--- src/vdcr_pkg.sv ---
// Package for the video decoder control register bank.
// Assumes a single 100 MHz clock and an Avalon-MM slave port.
package vdcr_pkg;
    localparam logic [7:0] IDX_CC_CTRL = 8'h0d;
    localparam logic [7:0] IDX_WSS_HI = 8'h0e;
    localparam logic [7:0] IDX_WSS_LO = 8'h0f;
    localparam logic [7:0] IDX_BRIGHTNESS_OFFSET = 8'h10;
    localparam logic [7:0] IDX_CONTR = 8'h11;
    localparam logic [7:0] IDX_SHARP = 8'h12;
    localparam logic [7:0] IDX_CB_GAIN = 8'h13;
    localparam logic [7:0] IDX_CR_GAIN = 8'h14;
    localparam logic [7:0] IDX_HUE = 8'h15;
    localparam logic [7:0] IDX_VPEAK = 8'h17;
    localparam logic [7:0] IDX_CORING = 8'h18;
    localparam logic [7:0] IDX_DELTA = 8'h19;
    localparam logic [7:0] IDX_CC_STAT = 8'h1a;
    localparam logic [7:0] IDX_CAPTION_DATA = 8'h1b;
    localparam logic [7:0] IDX_STD_SEL = 8'h1c;
    localparam logic [7:0] IDX_STD_REC = 8'h1d;
    localparam logic [7:0] IDX_COMP = 8'h1e;
    localparam logic [7:0] IDX_TEST = 8'h1f;
    localparam logic [7:0] IDX_CLAMP = 8'h20;
    localparam logic [7:0] IDX_AGC_LOOP_GAINS = 8'h21;
    localparam logic [7:0] IDX_AGC_LO = 8'h22;
    localparam logic [7:0] IDX_WHITE_PEAK_THRESHOLD = 8'h23;
    localparam logic [7:0] IDX_AGC_CTRL = 8'h06;
    localparam logic [7:0] RST_CC_CTRL = 8'h15;
    localparam logic [7:0] RST_CONTR = 8'h5c;
    localparam logic [7:0] RST_SHARP = 8'h11;
    localparam logic [7:0] RST_GAIN = 8'h80;
    localparam logic [7:0] RST_VPEAK = 8'h30;
    localparam logic [7:0] RST_CORING = 8'h44;
    localparam logic [3:0] RST_STD_SEL = 4'hf;
    localparam logic [6:0] RST_STD_REC = 7'h7f;
    localparam logic [3:0] RST_COMP = 4'h8;
    localparam logic [7:0] RST_CLAMP = 8'h50;
    localparam logic [7:0] RST_AGC_LOOP_GAINS = 8'h42;
    localparam logic [7:0] RST_AGC_LO = 8'hf0;
    localparam logic [7:0] RST_WHITE_PEAK_THRESHOLD = 8'hd8;
    localparam logic [2:0] STD_AUTO = 3'h7;
    localparam logic [3:0] COMP_AUTO = 4'h8;
    localparam logic [7:0] TEST_IN = 8'h04;
    localparam logic [7:0] TEST_OUT = 8'h07;
    localparam logic [7:0] UNITY_CONTR = 8'h40;
    localparam int CLAMP_STEP = 8;
    localparam int FIFO_DEPTH = 16;
    typedef struct packed {logic valid; logic [13:0] bits; logic field_even; logic crc_ok;} vdcr_wss_t;
    typedef struct packed {
        logic valid; logic [7:0] data; logic is_eds; logic high; logic field_even; logic [8:0] line;
    } vdcr_cc_t;
    typedef struct packed {logic valid; logic [7:0] y; logic [7:0] cb; logic [7:0] cr;} vdcr_pix_t;
    typedef struct packed {logic parity_err; logic is_eds; logic high; logic [7:0] data;} vdcr_ent_t;
    typedef enum logic {VDCR_IDLE, VDCR_SEEK} vdcr_state_t;
endpackage

--- src/vdcr_regs.sv ---
// Control and status registers of the video decoder back end.
// Assumes an Avalon-MM master with word-aligned byte addresses, and slicer, picture
// and detector signals synchronous to the same clock.
//
// Local design decision: the Avalon-MM register port.
`timescale 1ns/1ns
// Functional notes
// - WSS captured only while decoding enabled.
// - Odd-field caption taken from programmed line.
// - WSS CRC failure reported as one.
// - WSS field flag: odd zero, even one.
// - Fourteen WSS bits split across two registers.
// - Brightness adds signed offset to luma.
// - Contrast gain, 0x40 is unity, reset 5Ch.
// - Separate Cb and Cr gains, reset 80h.
// - Hue signed, positive toward red.
// - EDS and CC bytes stored only when enabled.
// - Parity flag marks odd parity error.
// - Overflow flag set when FIFO overflows.
// - Not-empty flag shows data available.
// - Source and byte-half flags accompany data.
// - Activity, current standard, select resets auto.
// - Shadow copies used when shadow_disable clear.
// - Auto detect start bit self-clears.
// - Detection accepts only enabled standards.
// - Component format detected, select, auto default.
// - Test register zero normally; 04h/07h routings.
// - Clamp pulse start/end in 8-clock steps.
// - Nine-bit manual gain, low byte F0h.
// - AGC loop used unless disabled.
module vdcr_regs (
    input wire logic clock,
    input wire logic resetn,
    input wire logic [9:0] avs_address,
    input wire logic avs_read,
    input wire logic avs_write,
    input wire logic [31:0] avs_writedata,
    input wire logic [3:0] avs_byteenable,
    output logic [31:0] avs_readdata,
    output logic avs_waitrequest,
    input vdcr_pkg::vdcr_wss_t wss_in,
    input vdcr_pkg::vdcr_cc_t cc_in,
    input wire logic [2:0] std_measured,
    input wire logic std_measured_valid,
    input wire logic [2:0] component_detected,
    input vdcr_pkg::vdcr_pix_t pix_in,
    input wire logic clamp_ref,
    input wire logic [8:0] agc_auto_gain,
    output vdcr_pkg::vdcr_pix_t pix_out,
    output logic [2:0] current_standard,
    output logic shadow_enable,
    output logic [2:0] component_format,
    output logic test_input_sel,
    output logic test_output_sel,
    output logic clamp_pulse,
    output logic [8:0] agc_gain
);
    logic wait_q;
    logic [7:0] rdata_q;
    logic [7:0] cc_ctrl_q, brightness_offset_q, contr_q, sharp_q, cbg_q, crg_q, hue_q;
    logic [7:0] vpeak_q, coring_q, delta_q, test_q, clamp_q, agc_loop_gains_q, agc_lo_q, white_peak_threshold_q;
    logic [2:0] cc_stat_q;
    logic [3:0] std_sel_q;
    logic [6:0] std_rec_q;
    logic [3:0] comp_sel_q;
    logic agc_dis_q;
    logic [13:0] wss_bits_q;
    logic wss_field_q, wss_crc_q;
    logic [2:0] std_now_q;
    vdcr_pkg::vdcr_state_t state_q;
    vdcr_pkg::vdcr_ent_t fifo_mem [0:vdcr_pkg::FIFO_DEPTH-1];
    logic [4:0] wp_q, rp_q;
    logic ovf_q;
    logic [6:0] clamp_cnt_q;
    logic clamp_run_q, clamp_q_out;
    vdcr_pkg::vdcr_pix_t pix_q;
    logic [2:0] std_out_q, comp_out_q;
    logic shadow_q, tin_q, tout_q;
    logic [8:0] gain_q;

    // Bus decode: a read is captured on the first edge and a write on the second; both are answered one cycle later.
    wire logic [7:0] idx = avs_address[9:2];
    wire logic aligned = avs_address[1:0] == 2'b00;
    wire logic wr_en = avs_write & ~wait_q & aligned & avs_byteenable[0];
    wire logic rd_cap = avs_read & wait_q & aligned;
    wire logic [7:0] wd = avs_writedata[7:0];
    wire logic wr_cc_stat = wr_en & (idx == vdcr_pkg::IDX_CC_STAT);
    wire logic wr_std_sel = wr_en & (idx == vdcr_pkg::IDX_STD_SEL);
    wire logic wr_std_rec = wr_en & (idx == vdcr_pkg::IDX_STD_REC);

    // Caption FIFO state.
    wire logic [4:0] fifo_cnt = wp_q - rp_q;
    wire logic fifo_empty = fifo_cnt == 5'h0;
    wire logic fifo_full = fifo_cnt == 5'(vdcr_pkg::FIFO_DEPTH);
    wire vdcr_pkg::vdcr_ent_t head = fifo_mem[rp_q[3:0]];
    wire logic line_ok = cc_in.field_even | (cc_in.line == {4'h0, cc_ctrl_q[4:0]});
    wire logic src_en = cc_in.is_eds ? cc_stat_q[1] : cc_stat_q[0];
    wire logic push_req = cc_in.valid & line_ok & src_en;
    wire logic push = push_req & ~fifo_full;
    wire logic pop = rd_cap & (idx == vdcr_pkg::IDX_CAPTION_DATA) & ~fifo_empty;
    wire logic ovf_clr = rd_cap & (idx == vdcr_pkg::IDX_CC_STAT);
    wire vdcr_pkg::vdcr_ent_t push_ent = '{parity_err: ~^cc_in.data, is_eds: cc_in.is_eds,
        high: cc_in.high, data: cc_in.data};

    // Readback; unmapped indices read as zero.
    wire logic [7:0] cc_stat_rd = {cc_stat_q, head.parity_err & ~fifo_empty, ovf_q,
        ~fifo_empty, head.is_eds & ~fifo_empty, head.high & ~fifo_empty};
    wire logic [7:0] rd_word =
        (idx == vdcr_pkg::IDX_CC_CTRL) ? cc_ctrl_q :
        (idx == vdcr_pkg::IDX_WSS_HI) ? {wss_crc_q, wss_field_q, wss_bits_q[13:8]} :
        (idx == vdcr_pkg::IDX_WSS_LO) ? wss_bits_q[7:0] :
        (idx == vdcr_pkg::IDX_BRIGHTNESS_OFFSET) ? brightness_offset_q :
        (idx == vdcr_pkg::IDX_CONTR) ? contr_q :
        (idx == vdcr_pkg::IDX_SHARP) ? sharp_q :
        (idx == vdcr_pkg::IDX_CB_GAIN) ? cbg_q :
        (idx == vdcr_pkg::IDX_CR_GAIN) ? crg_q :
        (idx == vdcr_pkg::IDX_HUE) ? hue_q :
        (idx == vdcr_pkg::IDX_VPEAK) ? vpeak_q :
        (idx == vdcr_pkg::IDX_CORING) ? coring_q :
        (idx == vdcr_pkg::IDX_DELTA) ? delta_q :
        (idx == vdcr_pkg::IDX_CC_STAT) ? cc_stat_rd :
        (idx == vdcr_pkg::IDX_CAPTION_DATA) ? (fifo_empty ? 8'h00 : head.data) :
        (idx == vdcr_pkg::IDX_STD_SEL) ? {state_q == vdcr_pkg::VDCR_SEEK, std_now_q, std_sel_q} :
        (idx == vdcr_pkg::IDX_STD_REC) ? {1'b0, std_rec_q} :
        (idx == vdcr_pkg::IDX_COMP) ? {1'b0, component_detected, comp_sel_q} :
        (idx == vdcr_pkg::IDX_TEST) ? test_q :
        (idx == vdcr_pkg::IDX_CLAMP) ? clamp_q :
        (idx == vdcr_pkg::IDX_AGC_LOOP_GAINS) ? agc_loop_gains_q :
        (idx == vdcr_pkg::IDX_AGC_LO) ? agc_lo_q :
        (idx == vdcr_pkg::IDX_WHITE_PEAK_THRESHOLD) ? white_peak_threshold_q :
        (idx == vdcr_pkg::IDX_AGC_CTRL) ? {3'h0, agc_dis_q, 4'h0} : 8'h00;
    wire logic [7:0] rd_sel = aligned ? rd_word : 8'h00;

    always_ff @(posedge clock or negedge resetn) begin
        if (!resetn) begin
            wait_q <= 1'b1;
            rdata_q <= 8'h00;
        end else begin
            wait_q <= ~((avs_read | avs_write) & wait_q);
            if (avs_read & wait_q) begin
                rdata_q <= rd_sel;
            end
        end
    end

    // Software-written registers.
    always_ff @(posedge clock or negedge resetn) begin
        if (!resetn) begin
            cc_ctrl_q <= vdcr_pkg::RST_CC_CTRL;
            brightness_offset_q <= 8'h00;
            contr_q <= vdcr_pkg::RST_CONTR;
            sharp_q <= vdcr_pkg::RST_SHARP;
            cbg_q <= vdcr_pkg::RST_GAIN;
            crg_q <= vdcr_pkg::RST_GAIN;
            hue_q <= 8'h00;
            vpeak_q <= vdcr_pkg::RST_VPEAK;
            coring_q <= vdcr_pkg::RST_CORING;
            delta_q <= 8'h00;
            cc_stat_q <= 3'h0;
            std_sel_q <= vdcr_pkg::RST_STD_SEL;
            std_rec_q <= vdcr_pkg::RST_STD_REC;
            comp_sel_q <= vdcr_pkg::RST_COMP;
            test_q <= 8'h00;
            clamp_q <= vdcr_pkg::RST_CLAMP;
            agc_loop_gains_q <= vdcr_pkg::RST_AGC_LOOP_GAINS;
            agc_lo_q <= vdcr_pkg::RST_AGC_LO;
            white_peak_threshold_q <= vdcr_pkg::RST_WHITE_PEAK_THRESHOLD;
            agc_dis_q <= 1'b0;
        end else if (wr_en) begin
            case (idx)
                vdcr_pkg::IDX_CC_CTRL: cc_ctrl_q <= wd;
                vdcr_pkg::IDX_BRIGHTNESS_OFFSET: brightness_offset_q <= wd;
                vdcr_pkg::IDX_CONTR: contr_q <= wd;
                vdcr_pkg::IDX_SHARP: sharp_q <= wd;
                vdcr_pkg::IDX_CB_GAIN: cbg_q <= wd;
                vdcr_pkg::IDX_CR_GAIN: crg_q <= wd;
                vdcr_pkg::IDX_HUE: hue_q <= wd;
                vdcr_pkg::IDX_VPEAK: vpeak_q <= wd;
                vdcr_pkg::IDX_CORING: coring_q <= wd;
                vdcr_pkg::IDX_DELTA: delta_q <= wd;
                vdcr_pkg::IDX_CC_STAT: cc_stat_q <= wd[7:5];
                vdcr_pkg::IDX_STD_SEL: std_sel_q <= wd[3:0];
                vdcr_pkg::IDX_STD_REC: std_rec_q <= wd[6:0];
                vdcr_pkg::IDX_COMP: comp_sel_q <= wd[3:0];
                vdcr_pkg::IDX_TEST: test_q <= wd;
                vdcr_pkg::IDX_CLAMP: clamp_q <= wd;
                vdcr_pkg::IDX_AGC_LOOP_GAINS: agc_loop_gains_q <= wd;
                vdcr_pkg::IDX_AGC_LO: agc_lo_q <= wd;
                vdcr_pkg::IDX_WHITE_PEAK_THRESHOLD: white_peak_threshold_q <= wd;
                vdcr_pkg::IDX_AGC_CTRL: agc_dis_q <= wd[4];
                default: ;
            endcase
        end
    end

    // Sliced WSS words are latched only while decoding is enabled.
    always_ff @(posedge clock or negedge resetn) begin
        if (!resetn) begin
            wss_bits_q <= 14'h0000;
            wss_field_q <= 1'b0;
            wss_crc_q <= 1'b0;
        end else if (wss_in.valid & cc_ctrl_q[5]) begin
            wss_bits_q <= wss_in.bits;
            wss_field_q <= wss_in.field_even;
            wss_crc_q <= ~wss_in.crc_ok;
        end
    end

    // Caption FIFO; an overflow seen in the clearing cycle stays set.
    always_ff @(posedge clock) begin
        if (push) begin
            fifo_mem[wp_q[3:0]] <= push_ent;
        end
    end
    always_ff @(posedge clock or negedge resetn) begin
        if (!resetn) begin
            wp_q <= 5'h00;
            rp_q <= 5'h00;
            ovf_q <= 1'b0;
        end else begin
            wp_q <= wp_q + 5'(push);
            rp_q <= rp_q + 5'(pop);
            ovf_q <= (push_req & fifo_full) | (ovf_q & ~ovf_clr);
        end
    end

    // Standard detection. A manual selection overrides the search.
    wire logic sel_auto = std_sel_q[2:0] == vdcr_pkg::STD_AUTO;
    wire logic at_start = wr_std_rec & wd[7];
    wire logic auto_pick = wr_std_sel & (wd[2:0] == vdcr_pkg::STD_AUTO);
    wire logic std_hit = std_measured_valid & (std_measured != vdcr_pkg::STD_AUTO)
        & std_rec_q[std_measured];
    always_ff @(posedge clock or negedge resetn) begin
        if (!resetn) begin
            state_q <= vdcr_pkg::VDCR_IDLE;
            std_now_q <= 3'h0;
        end else begin
            case (state_q)
                vdcr_pkg::VDCR_IDLE: begin
                    if (at_start | auto_pick) begin
                        state_q <= vdcr_pkg::VDCR_SEEK;
                    end else if (!sel_auto) begin
                        std_now_q <= std_sel_q[2:0];
                    end else if (std_hit) begin
                        std_now_q <= std_measured;
                    end
                end
                vdcr_pkg::VDCR_SEEK: begin
                    if (wr_std_sel & ~auto_pick) begin
                        state_q <= vdcr_pkg::VDCR_IDLE;
                    end else if (std_hit) begin
                        std_now_q <= std_measured;
                        state_q <= vdcr_pkg::VDCR_IDLE;
                    end
                end
                default: state_q <= vdcr_pkg::VDCR_IDLE;
            endcase
        end
    end

    // Picture adjustment, one pipeline stage.
    function automatic logic [7:0] sat_u8(input logic signed [12:0] v);
        sat_u8 = (v < 0) ? 8'h00 : (v > 13'sd255) ? 8'hff : v[7:0];
    endfunction
    function automatic logic [7:0] sat_c8(input logic signed [12:0] v);
        logic signed [12:0] o;
        o = v + 13'sd128;
        sat_c8 = sat_u8(o);
    endfunction
    wire logic [15:0] y_gain = pix_in.y * contr_q;
    wire logic signed [12:0] y_sum = $signed({3'b000, y_gain[15:6]})
        + $signed({{5{brightness_offset_q[7]}}, brightness_offset_q});
    wire logic signed [7:0] cb_s = $signed({~pix_in.cb[7], pix_in.cb[6:0]});
    wire logic signed [7:0] cr_s = $signed({~pix_in.cr[7], pix_in.cr[6:0]});
    wire logic signed [15:0] h_cr = $signed(hue_q) * cr_s;
    wire logic signed [15:0] h_cb = $signed(hue_q) * cb_s;
    // Small-angle rotation: a positive hue moves Cr up, toward red.
    wire logic signed [9:0] cb_h = 10'(cb_s) - 10'(h_cr >>> 7);
    wire logic signed [9:0] cr_h = 10'(cr_s) + 10'(h_cb >>> 7);
    wire logic signed [18:0] cb_p = cb_h * $signed({1'b0, cbg_q});
    wire logic signed [18:0] cr_p = cr_h * $signed({1'b0, crg_q});
    wire logic signed [12:0] cb_n = 13'(cb_p >>> 7);
    wire logic signed [12:0] cr_n = 13'(cr_p >>> 7);

    // Clamp pulse window counted from the reference position.
    wire logic [6:0] clp_st = 7'(clamp_q[3:0] * vdcr_pkg::CLAMP_STEP);
    wire logic [6:0] clp_end = 7'(clamp_q[7:4] * vdcr_pkg::CLAMP_STEP);
    wire logic clamp_d = clamp_run_q & (clamp_cnt_q >= clp_st) & (clamp_cnt_q < clp_end);

    always_ff @(posedge clock or negedge resetn) begin
        if (!resetn) begin
            pix_q <= '0;
            clamp_cnt_q <= 7'h00;
            clamp_run_q <= 1'b0;
            clamp_q_out <= 1'b0;
            std_out_q <= 3'h0;
            comp_out_q <= 3'h0;
            shadow_q <= 1'b0;
            tin_q <= 1'b0;
            tout_q <= 1'b0;
            gain_q <= 9'h000;
        end else begin
            pix_q <= '{valid: pix_in.valid, y: sat_u8(y_sum), cb: sat_c8(cb_n), cr: sat_c8(cr_n)};
            if (clamp_ref) begin
                clamp_cnt_q <= 7'h00;
                clamp_run_q <= 1'b1;
            end else if (clamp_run_q) begin
                clamp_cnt_q <= clamp_cnt_q + 7'h01;
                clamp_run_q <= clamp_cnt_q < clp_end;
            end
            clamp_q_out <= clamp_d;
            std_out_q <= std_now_q;
            shadow_q <= ~std_sel_q[3];
            comp_out_q <= (comp_sel_q == vdcr_pkg::COMP_AUTO) ? component_detected
                : comp_sel_q[2:0];
            tin_q <= test_q == vdcr_pkg::TEST_IN;
            tout_q <= test_q == vdcr_pkg::TEST_OUT;
            gain_q <= agc_dis_q ? {agc_loop_gains_q[0], agc_lo_q} : agc_auto_gain;
        end
    end

    assign avs_waitrequest = wait_q;
    assign avs_readdata = {24'h00_0000, rdata_q};
    assign pix_out = pix_q;
    assign current_standard = std_out_q;
    assign shadow_enable = shadow_q;
    assign component_format = comp_out_q;
    assign test_input_sel = tin_q;
    assign test_output_sel = tout_q;
    assign clamp_pulse = clamp_q_out;
    assign agc_gain = gain_q;
endmodule

--- config.mk ---
export PLATFORM = sky130hd
export DESIGN_NAME = vdcr_regs
export DESIGN_NICKNAME = d
export VERILOG_FILES = /design/src/vdcr_pkg.sv /design/src/vdcr_regs.sv
export SDC_FILE = /design/constraint.sdc
export NUM_CORES = 1
export LEC_CHECK = 0
export BUFFER_PORTS_ARGS = -buffer_cell sky130_fd_sc_hd__buf_2
export CORE_UTILIZATION = 25
export CTS_BUF_LIST = sky130_fd_sc_hd__clkbuf_16
export CTS_CLUSTER_DIAMETER = 80
export DETAILED_ROUTE_END_ITERATION = 16
export PLACE_DENSITY = 0.47
export RECOVER_POWER = 100
export SLEW_MARGIN = 15
export SYNTH_ARGS = -nofsm -noshare
export SYNTH_HDL_FRONTEND = slang
export SYNTH_SLANG_ARGS = --single-unit
--- constraint.sdc ---
create_clock -name clock -period 22.7 [get_ports clock]
set_input_delay 1.135 -clock clock [delete_from_list [all_inputs] [get_ports clock]]
set_output_delay 1.135 -clock clock [all_outputs]
set_load 0.05 [all_outputs]
Word level (Yosys, flattened, before mapping). Memories as Yosys holds them, arrays and structs flattened. Cells that the tools add are included. Widths: inputs -> output; s select.

Register bits after elaboration: 231. Bits in writable memories: 176. Input bits: 130. Output and inout bits: 77. Memories: 1.

Memories: fifo_mem (words 16, width 11, rd ports 1, clocked after memory_dff 0, wr ports 1, line vdcr_regs.sv:71) `vdcr_pkg::vdcr_ent_t fifo_mem [0:vdcr_pkg::FIFO_DEPTH-1];`.

$add $sub $neg: 9. Multipliers: 5. Order comparisons: 9. Eq/ne operators: 33. Muxes and demuxes: 51. Bitwise logic cells: 42. Reductions and logical operators: 25.

Operators with widths (number): $mux 8 (30); $eq 8x5->1 const B (15); $mul 8x8->16 (3); $reduce_and 2->1 (21); $mul 10x9->19 (2); $eq 8x6->1 const B (4); $and 1x1->1 (27); $add 12x9->13 const B (2); $gt 13x9->1 const B (2); $lt 13x1->1 const B (2); $eq 8x3->1 const B (3); $eq 8x4->1 const B (3); $mux 3 (5); $mux 7 (2); $add 11x8->12 (1); $gt 12x9->1 const B (1); $lt 12x1->1 const B (1); $not 1->1 (11); $add 5x1->5 (2); $add 8x9->10 (1); $sub 8x9->10 (1); $eq 9x5->1 (1); $mux 1 (9); $mux 9 (1); 19 further kinds (24).

Logic depth before layout (Yosys ltp).
Depth after elaboration: 25. Gate-level depth with buffers: 50. Mapped depth without buffers: 49.

Worst setup path before layout. Ideal clock, no wire load.

Path type: input to register. Start point: input port pix_in[7] (netlist name). End point: register pix_q (netlist bit pix_out[14]). Setup time: 0.119 ns. Arrival: 10.797 ns. Required time: 22.581 ns. Slack: 11.784 ns. Stages on the path: 39. Buffers on the path: 2. Cells stage by stage: clkbuf_1 > or2_2 > fa_1 > fa_1 > inv_1 > fa_1 > fa_1 > ha_1 > nor2b_1 > o21a_1 > or2_2 > ha_1 > nor2b_1 > o21ai_0 > a21boi_0 > o21ai_0 > a21boi_0 > o21ai_0 > (+3 left out) > nand2_1 > fa_1 > inv_1 > fa_1 > fa_1 > inv_1 > fa_1 > inv_1 > ha_1 > o21ai_1 > nand2b_1 > a21oi_1 > a31oi_4 > a311o_1 > or3_4 > a2111oi_4 > nor2_4 > o21a_1.

Word-level cells in the longest chain between the ends: 8. Elaborated cells between the ends (all ways): 9. Those cells by class: 2 x add/sub; 2 x mul; 2 x order compare; 2 x mux; 1 x bitwise.

RTL lines: from (decl) (line vdcr_regs.sv:46) `input vdcr_pkg::vdcr_pix_t pix_in,`; $not 1->1 (*) (line vdcr_regs.sv:274) `wire logic signed [7:0] cr_s = $signed({~pix_in.cr[7], pix_in.cr[6:0]});`; $mul 8x8->16 (*) (line vdcr_regs.sv:275) `wire logic signed [15:0] h_cr = $signed(hue_q) * cr_s;`; $sub 8x9->10 (*) (line vdcr_regs.sv:278) `wire logic signed [9:0] cb_h = 10'(cb_s) - 10'(h_cr >>> 7);`; $mul 10x9->19 (*) (line vdcr_regs.sv:280) `wire logic signed [18:0] cb_p = cb_h * $signed({1'b0, cbg_q});`; $add 12x9->13 (*) (line vdcr_regs.sv:267) `o = v + 13'sd128;`; $gt 13x9->1 (line vdcr_regs.sv:263) `sat_u8 = (v < 0) ? 8'h00 : (v > 13'sd255) ? 8'hff : v[7:0];`; $mux 8 (line vdcr_regs.sv:263); $mux 8 (*) (line vdcr_regs.sv:263); to (signal assigned) (line vdcr_regs.sv:303) `pix_q <= '{valid: pix_in.valid, y: sat_u8(y_sum), cb: sat_c8(cb_n), cr: sat_c8(cr_n)};`; to (decl) (line vdcr_regs.sv:76) `vdcr_pkg::vdcr_pix_t pix_q;`.

Mark *: on every way between the ends. The rest lies on a longest branch, timed or not. A chain may end at the register's enable or synchronous reset.

Final worst setup path.
Start point: register hue_q[6]. End point: register pix_q (netlist bit pix_out[9]).

Word-level cells in the longest chain between the ends: 7. Elaborated cells between the ends (all ways): 8. Those cells by class: 2 x add/sub; 2 x mul; 2 x order compare; 2 x mux.

RTL lines: from (decl) (line vdcr_regs.sv:60) `logic [7:0] cc_ctrl_q, brightness_offset_q, contr_q, sharp_q, cbg_q, crg_q, hue_q;`; from (signal assigned) (line vdcr_regs.sv:177) `vdcr_pkg::IDX_HUE: hue_q <= wd;`; $mul 8x8->16 (*) (line vdcr_regs.sv:275); $sub 8x9->10 (*) (line vdcr_regs.sv:278); $mul 10x9->19 (*) (line vdcr_regs.sv:280); $add 12x9->13 (*) (line vdcr_regs.sv:267); $gt 13x9->1 (line vdcr_regs.sv:263); $mux 8 (line vdcr_regs.sv:263); $mux 8 (*) (line vdcr_regs.sv:263).

Marked as above.

==> results by group <==
Outcome
  • Run status: finished, violations left
  • Failing checks: max-capacitance violations, max-slew violations

STA
  • RSZ-0062 raised after global routing: false
  • Post-route setup TNS: 0 ns
  • Clk_skew: between 0.03 and 0.04 ns
  • Final count of hold timing violations: 0
  • Min Clock Period, post-route: 12.20 ns
  • Final Max Slew Viols: roughly 320
  • Setup violators final: 0
  • Final period util: a little over half
  • Worst slew pin tran: 5.71 ns
  • Fmax: 0.0819 GHz
  • Slew headroom: -281%
  • Final WS setup: roughly 10 ns

Route
  • Metal3 WL: between 3 and 4 mm
  • 1st-pass router iterations: 7
  • DR vias/cell: 4.54
  • Met1 wire length: about 41 mm
  • Detailed-route wire length: 89.1 mm
  • Post-DRT Antenna Nets: 0
  • Iteration-0 DRC Markers: between 1000 and 1500
  • DRC viols: 0
  • Top Metal Used: met4
  • Via Count: roughly 22000
  • DR WL/cell: roughly 19 um
  • Met2 wire length: between 40 and 50 mm

Setup path
  • Crit path max fanout: 18
  • Worst path required time: 23.20 ns
  • Crit Path Category: reg -> reg
  • FF-to-FF setup slack: roughly 10 ns
  • Crit end category: flip-flop
  • Worst setup SP type: flip-flop
  • Crit-path max cell delay: about 0.86 ns
  • Top cell by count, worst path: fa_1
  • Worst Path Arrival: 12.71 ns
  • Slowest CP cell: dfrtp_1

Floorplanning
  • Num ports: approximately 210
  • Starting density of the core: between 20% and 30%
  • Die Span Y: roughly 360 um
  • Core Region: roughly 0.13 mm^2
  • Full die area: 0.129 mm^2
  • Core Rows: 130
  • Die width: 359 um

CTS
  • Clock Tree Buf Depth: 3
  • Setup Buffers After CTS: 0
  • Cts-stage hold buffer count: 0
  • Worst skew pair latency: 0.62 ns
  • Clock-pin slew on the worst setup and hold paths: around 0.060 ns
  • CTS H-Tree Depth: 2
  • Number of buffers created by CTS: 49
  • CTS resizes: 0
  • CTS tree: built
  • Clock sink total: approximately 410
  • Root buf cell: clkbuf_16

Synth
  • Syn Inst Count: just under 3000
  • Syn Std Cell Area: roughly 0.032 mm^2
  • Adder-Cell Fraction of Synth Area: 24.9%
  • Ys flop type: dfrtp_1
  • Share of the yosys chip area belonging to registers: approximately a third
  • Syn avg cell area: about 11 um^2
  • Post-synthesis compound-gate area fraction: between 7 and 8%
  • Multiplexer area fraction after synthesis: ~10%
  • Unique cell type count in the Yosys netlist: ~90
  • Post-synthesis register bit count: ~400
  • Fraction of registers with async set/reset: 56.8%
  • Largest family of logic cells by synthesized area: adder cells
  • XOR/XNOR Fraction of Synth Area: around 3.7%
  • Post-Synth Simple-Gate Area: 11.9%
  • Yosys warning count: 0
  • Number of synthesized flops with an enable pin: approximately 180

Placed design
  • Dpl hpwl: about 66 mm
  • Placed insts: roughly 4600
  • IO buf count: 155
  • Area after DPL: ~0.034 mm^2
  • GPL Wtd Cong: 0.803
  • Setup WS pre-CTS: ~11 ns

Final layout
  • Area growth syn-to-layout: 12.3%
  • Final net count: ~3600
  • Share of cells above drive strength 1: between 10% and 20%
  • Finished Cell Area: around 0.036 mm^2
  • Fin cells: around 4700

Pwr
  • Pwr Density: about 48 mW/mm^2
  • Switching pwr: 0.000460 W
  • VDD IR max: roughly 0.066 mV
  • Logic pwr share: under 10%
  • Clk pwr share: around 45%
  • Reg power frac: 45.3%
  • Cell-internal power: between 0.001 and 0.0015 W
  • Leakage power: approximately 16 nW
  • Total chip power: between 0.0015 and 0.002 W
  • Sw Ratio: 26.5%

Global routing
  • Number of global-route vias before repair: approximately 23000
  • Total track usage: ~14%
  • Initial antenna violation count: 6
  • Global-route wire length before repair: roughly 140 mm
  • Grt ovf: 0
  • Largest net degree at the start of global routing: about 100

Hold path
  • Hold Path Class: reg -> reg

Flow run
  • Max Cap Viol: 5
## area by class of cell
type	instances	area (um^2)
antenna	1	2.50
clock buffer	49	1230
clock inverter	42	360
fill	13200	90300
inverter	429	1610
multi-input combinational	1986	18700
sequential	407	11100
tap	1650	2060
timing repair buffer	168	754
## kinds of logic after synthesis
| family | count (synthesis) |
|---|---|
| AOI/OAI and AO/OA | 371 |
| xor gates and xnor gates | 135 |
| adders and majority gates | 478 |
| buffers and inverters | 547 |
| DFF | 407 |
| muxes | 233 |
| other | 1 |
| and+or+nand+nor | 745 |
## placed cells by master (no fill, tap or decap), types with 13 or more instances in the layout
cell | synthesis | layout
inv_1 | 427 | 443
clkbuf_16 | 0 | 49
nor3_1 | 31 | 31
nand2b_1 | 16 | 16
a22oi_1 | 17 | 17
mux2_2 | 156 | 156
and2_0 | 1 | 13
a21oi_1 | 100 | 100
buf_2 | 7 | 84
nor2_1 | 96 | 97
a21o_1 | 23 | 23
a31oi_1 | 16 | 17
and2_1 | 196 | 184
nand2_1 | 263 | 263
dfstp_2 | 40 | 40
mux4_2 | 53 | 53
fa_1 | 262 | 262
clkbuf_1 | 74 | 79
xor2_1 | 41 | 41
nand3_1 | 23 | 23
and3_1 | 22 | 22
edfxtp_1 | 176 | 176
xnor2_1 | 93 | 93
conb_1 | 1 | 24
dfrtp_1 | 191 | 190
nor2b_1 | 24 | 24
o21a_1 | 16 | 16
o21ai_0 | 61 | 68
mux2i_1 | 24 | 24
ha_1 | 216 | 216
## metal layers
layer / vias up / track usage, %
li1: 10000 / -
met4: 0 / 3.24
met1: 11000 / 19.2
met2: 420 / 23.3
met3: 95 / 1.72
met5: - / 0
## through the flow
stage,util (%),hold WS (ns)
2_1_floorplan,-,0.367
3_3_place_gp,27.3,0.400
3_5_place_dp,27.3,0.405
4_1_cts,28.6,0.424
5_1_grt,28.4,0.430
6_report,28.4,0.419
## synth_stat cells, types with 9 or more instances
cell	count	area share, %
and3_1	22	0.43
xnor2_1	93	2.6
fa_1	262	16
edfxtp_1	176	17
dfrtp_1	191	15
or2_2	11	0.22
clkbuf_1	74	0.87
nand4_1	10	0.20
o21a_1	16	0.38
inv_1	427	5.0
nor4_1	12	0.24
nor3_1	31	0.49
o21bai_1	9	0.21
or3_1	11	0.22
a21oi_1	100	1.6
buf_4	27	0.64
dfstp_2	40	3.3
nor3b_1	9	0.21
nor2_1	96	1.1
a221oi_1	11	0.30
o21ai_0	61	0.96
a22oi_1	17	0.40
buf_1	10	0.12
mux2i_1	24	0.75
nand2b_1	16	0.31
ha_1	216	8.5
nand2_1	263	3.1
xor2_1	41	1.1
mux4_2	53	3.7
a31oi_1	16	0.31
nand3_1	23	0.36
mux2_2	156	5.5
o22ai_1	11	0.22
o21ai_1	10	0.16
and2_1	196	3.8
nor2b_1	24	0.47
a21o_1	23	0.54
## critical path: cells and delay by family, from the launching register on
family,cells,cell delay [ns]
xor gates and xnor gates,1,0.22
AOI/OAI and AO/OA,15,3.98
adders and majority gates,12,4.93
DFF,1,0.86
buffers and inverters,6,0.51
and+or+nand+nor,9,1.58
## power by group through the flow
stage	clock network (W)	logic, W	registers [W]
floorplan	0	0.0000881	0.000812
global placement	0	0.000172	0.000800
detailed placement	0	0.000172	0.000800
CTS	0.000807	0.000173	0.000786
global route	0.000834	0.000185	0.000787
finish	0.000782	0.000167	0.000786
## path summary, 6_finish.rpt
path                                          startpoint                             to  cells past startpoint
min in group asynchronous                         resetn     clamp_cnt_q[0]$_DFFE_PN0P_                      1
max in group asynchronous                         resetn           pix_out[3]$_DFF_PN0_                      3
worst min-delay path            std_now_q[0]$_DFFE_PN0P_  current_standard[0]$_DFF_PN0_                      0
worst max-delay path                hue_q[6]$_DFFE_PN0P_           pix_out[9]$_DFF_PN0_                     43
worst max register to register      hue_q[6]$_DFFE_PN0P_           pix_out[9]$_DFF_PN0_                     43
worst min register to register  std_now_q[0]$_DFFE_PN0P_  current_standard[0]$_DFF_PN0_                      0
## sequential cells by signal (all words and copies together) (netlist names), 9 cells and up
register / count
pix_out: 25
wss_bits_q: 14
agc_gain: 9
fifo_mem: 176
No activity file was read; power rests on OpenSTA's default activity.
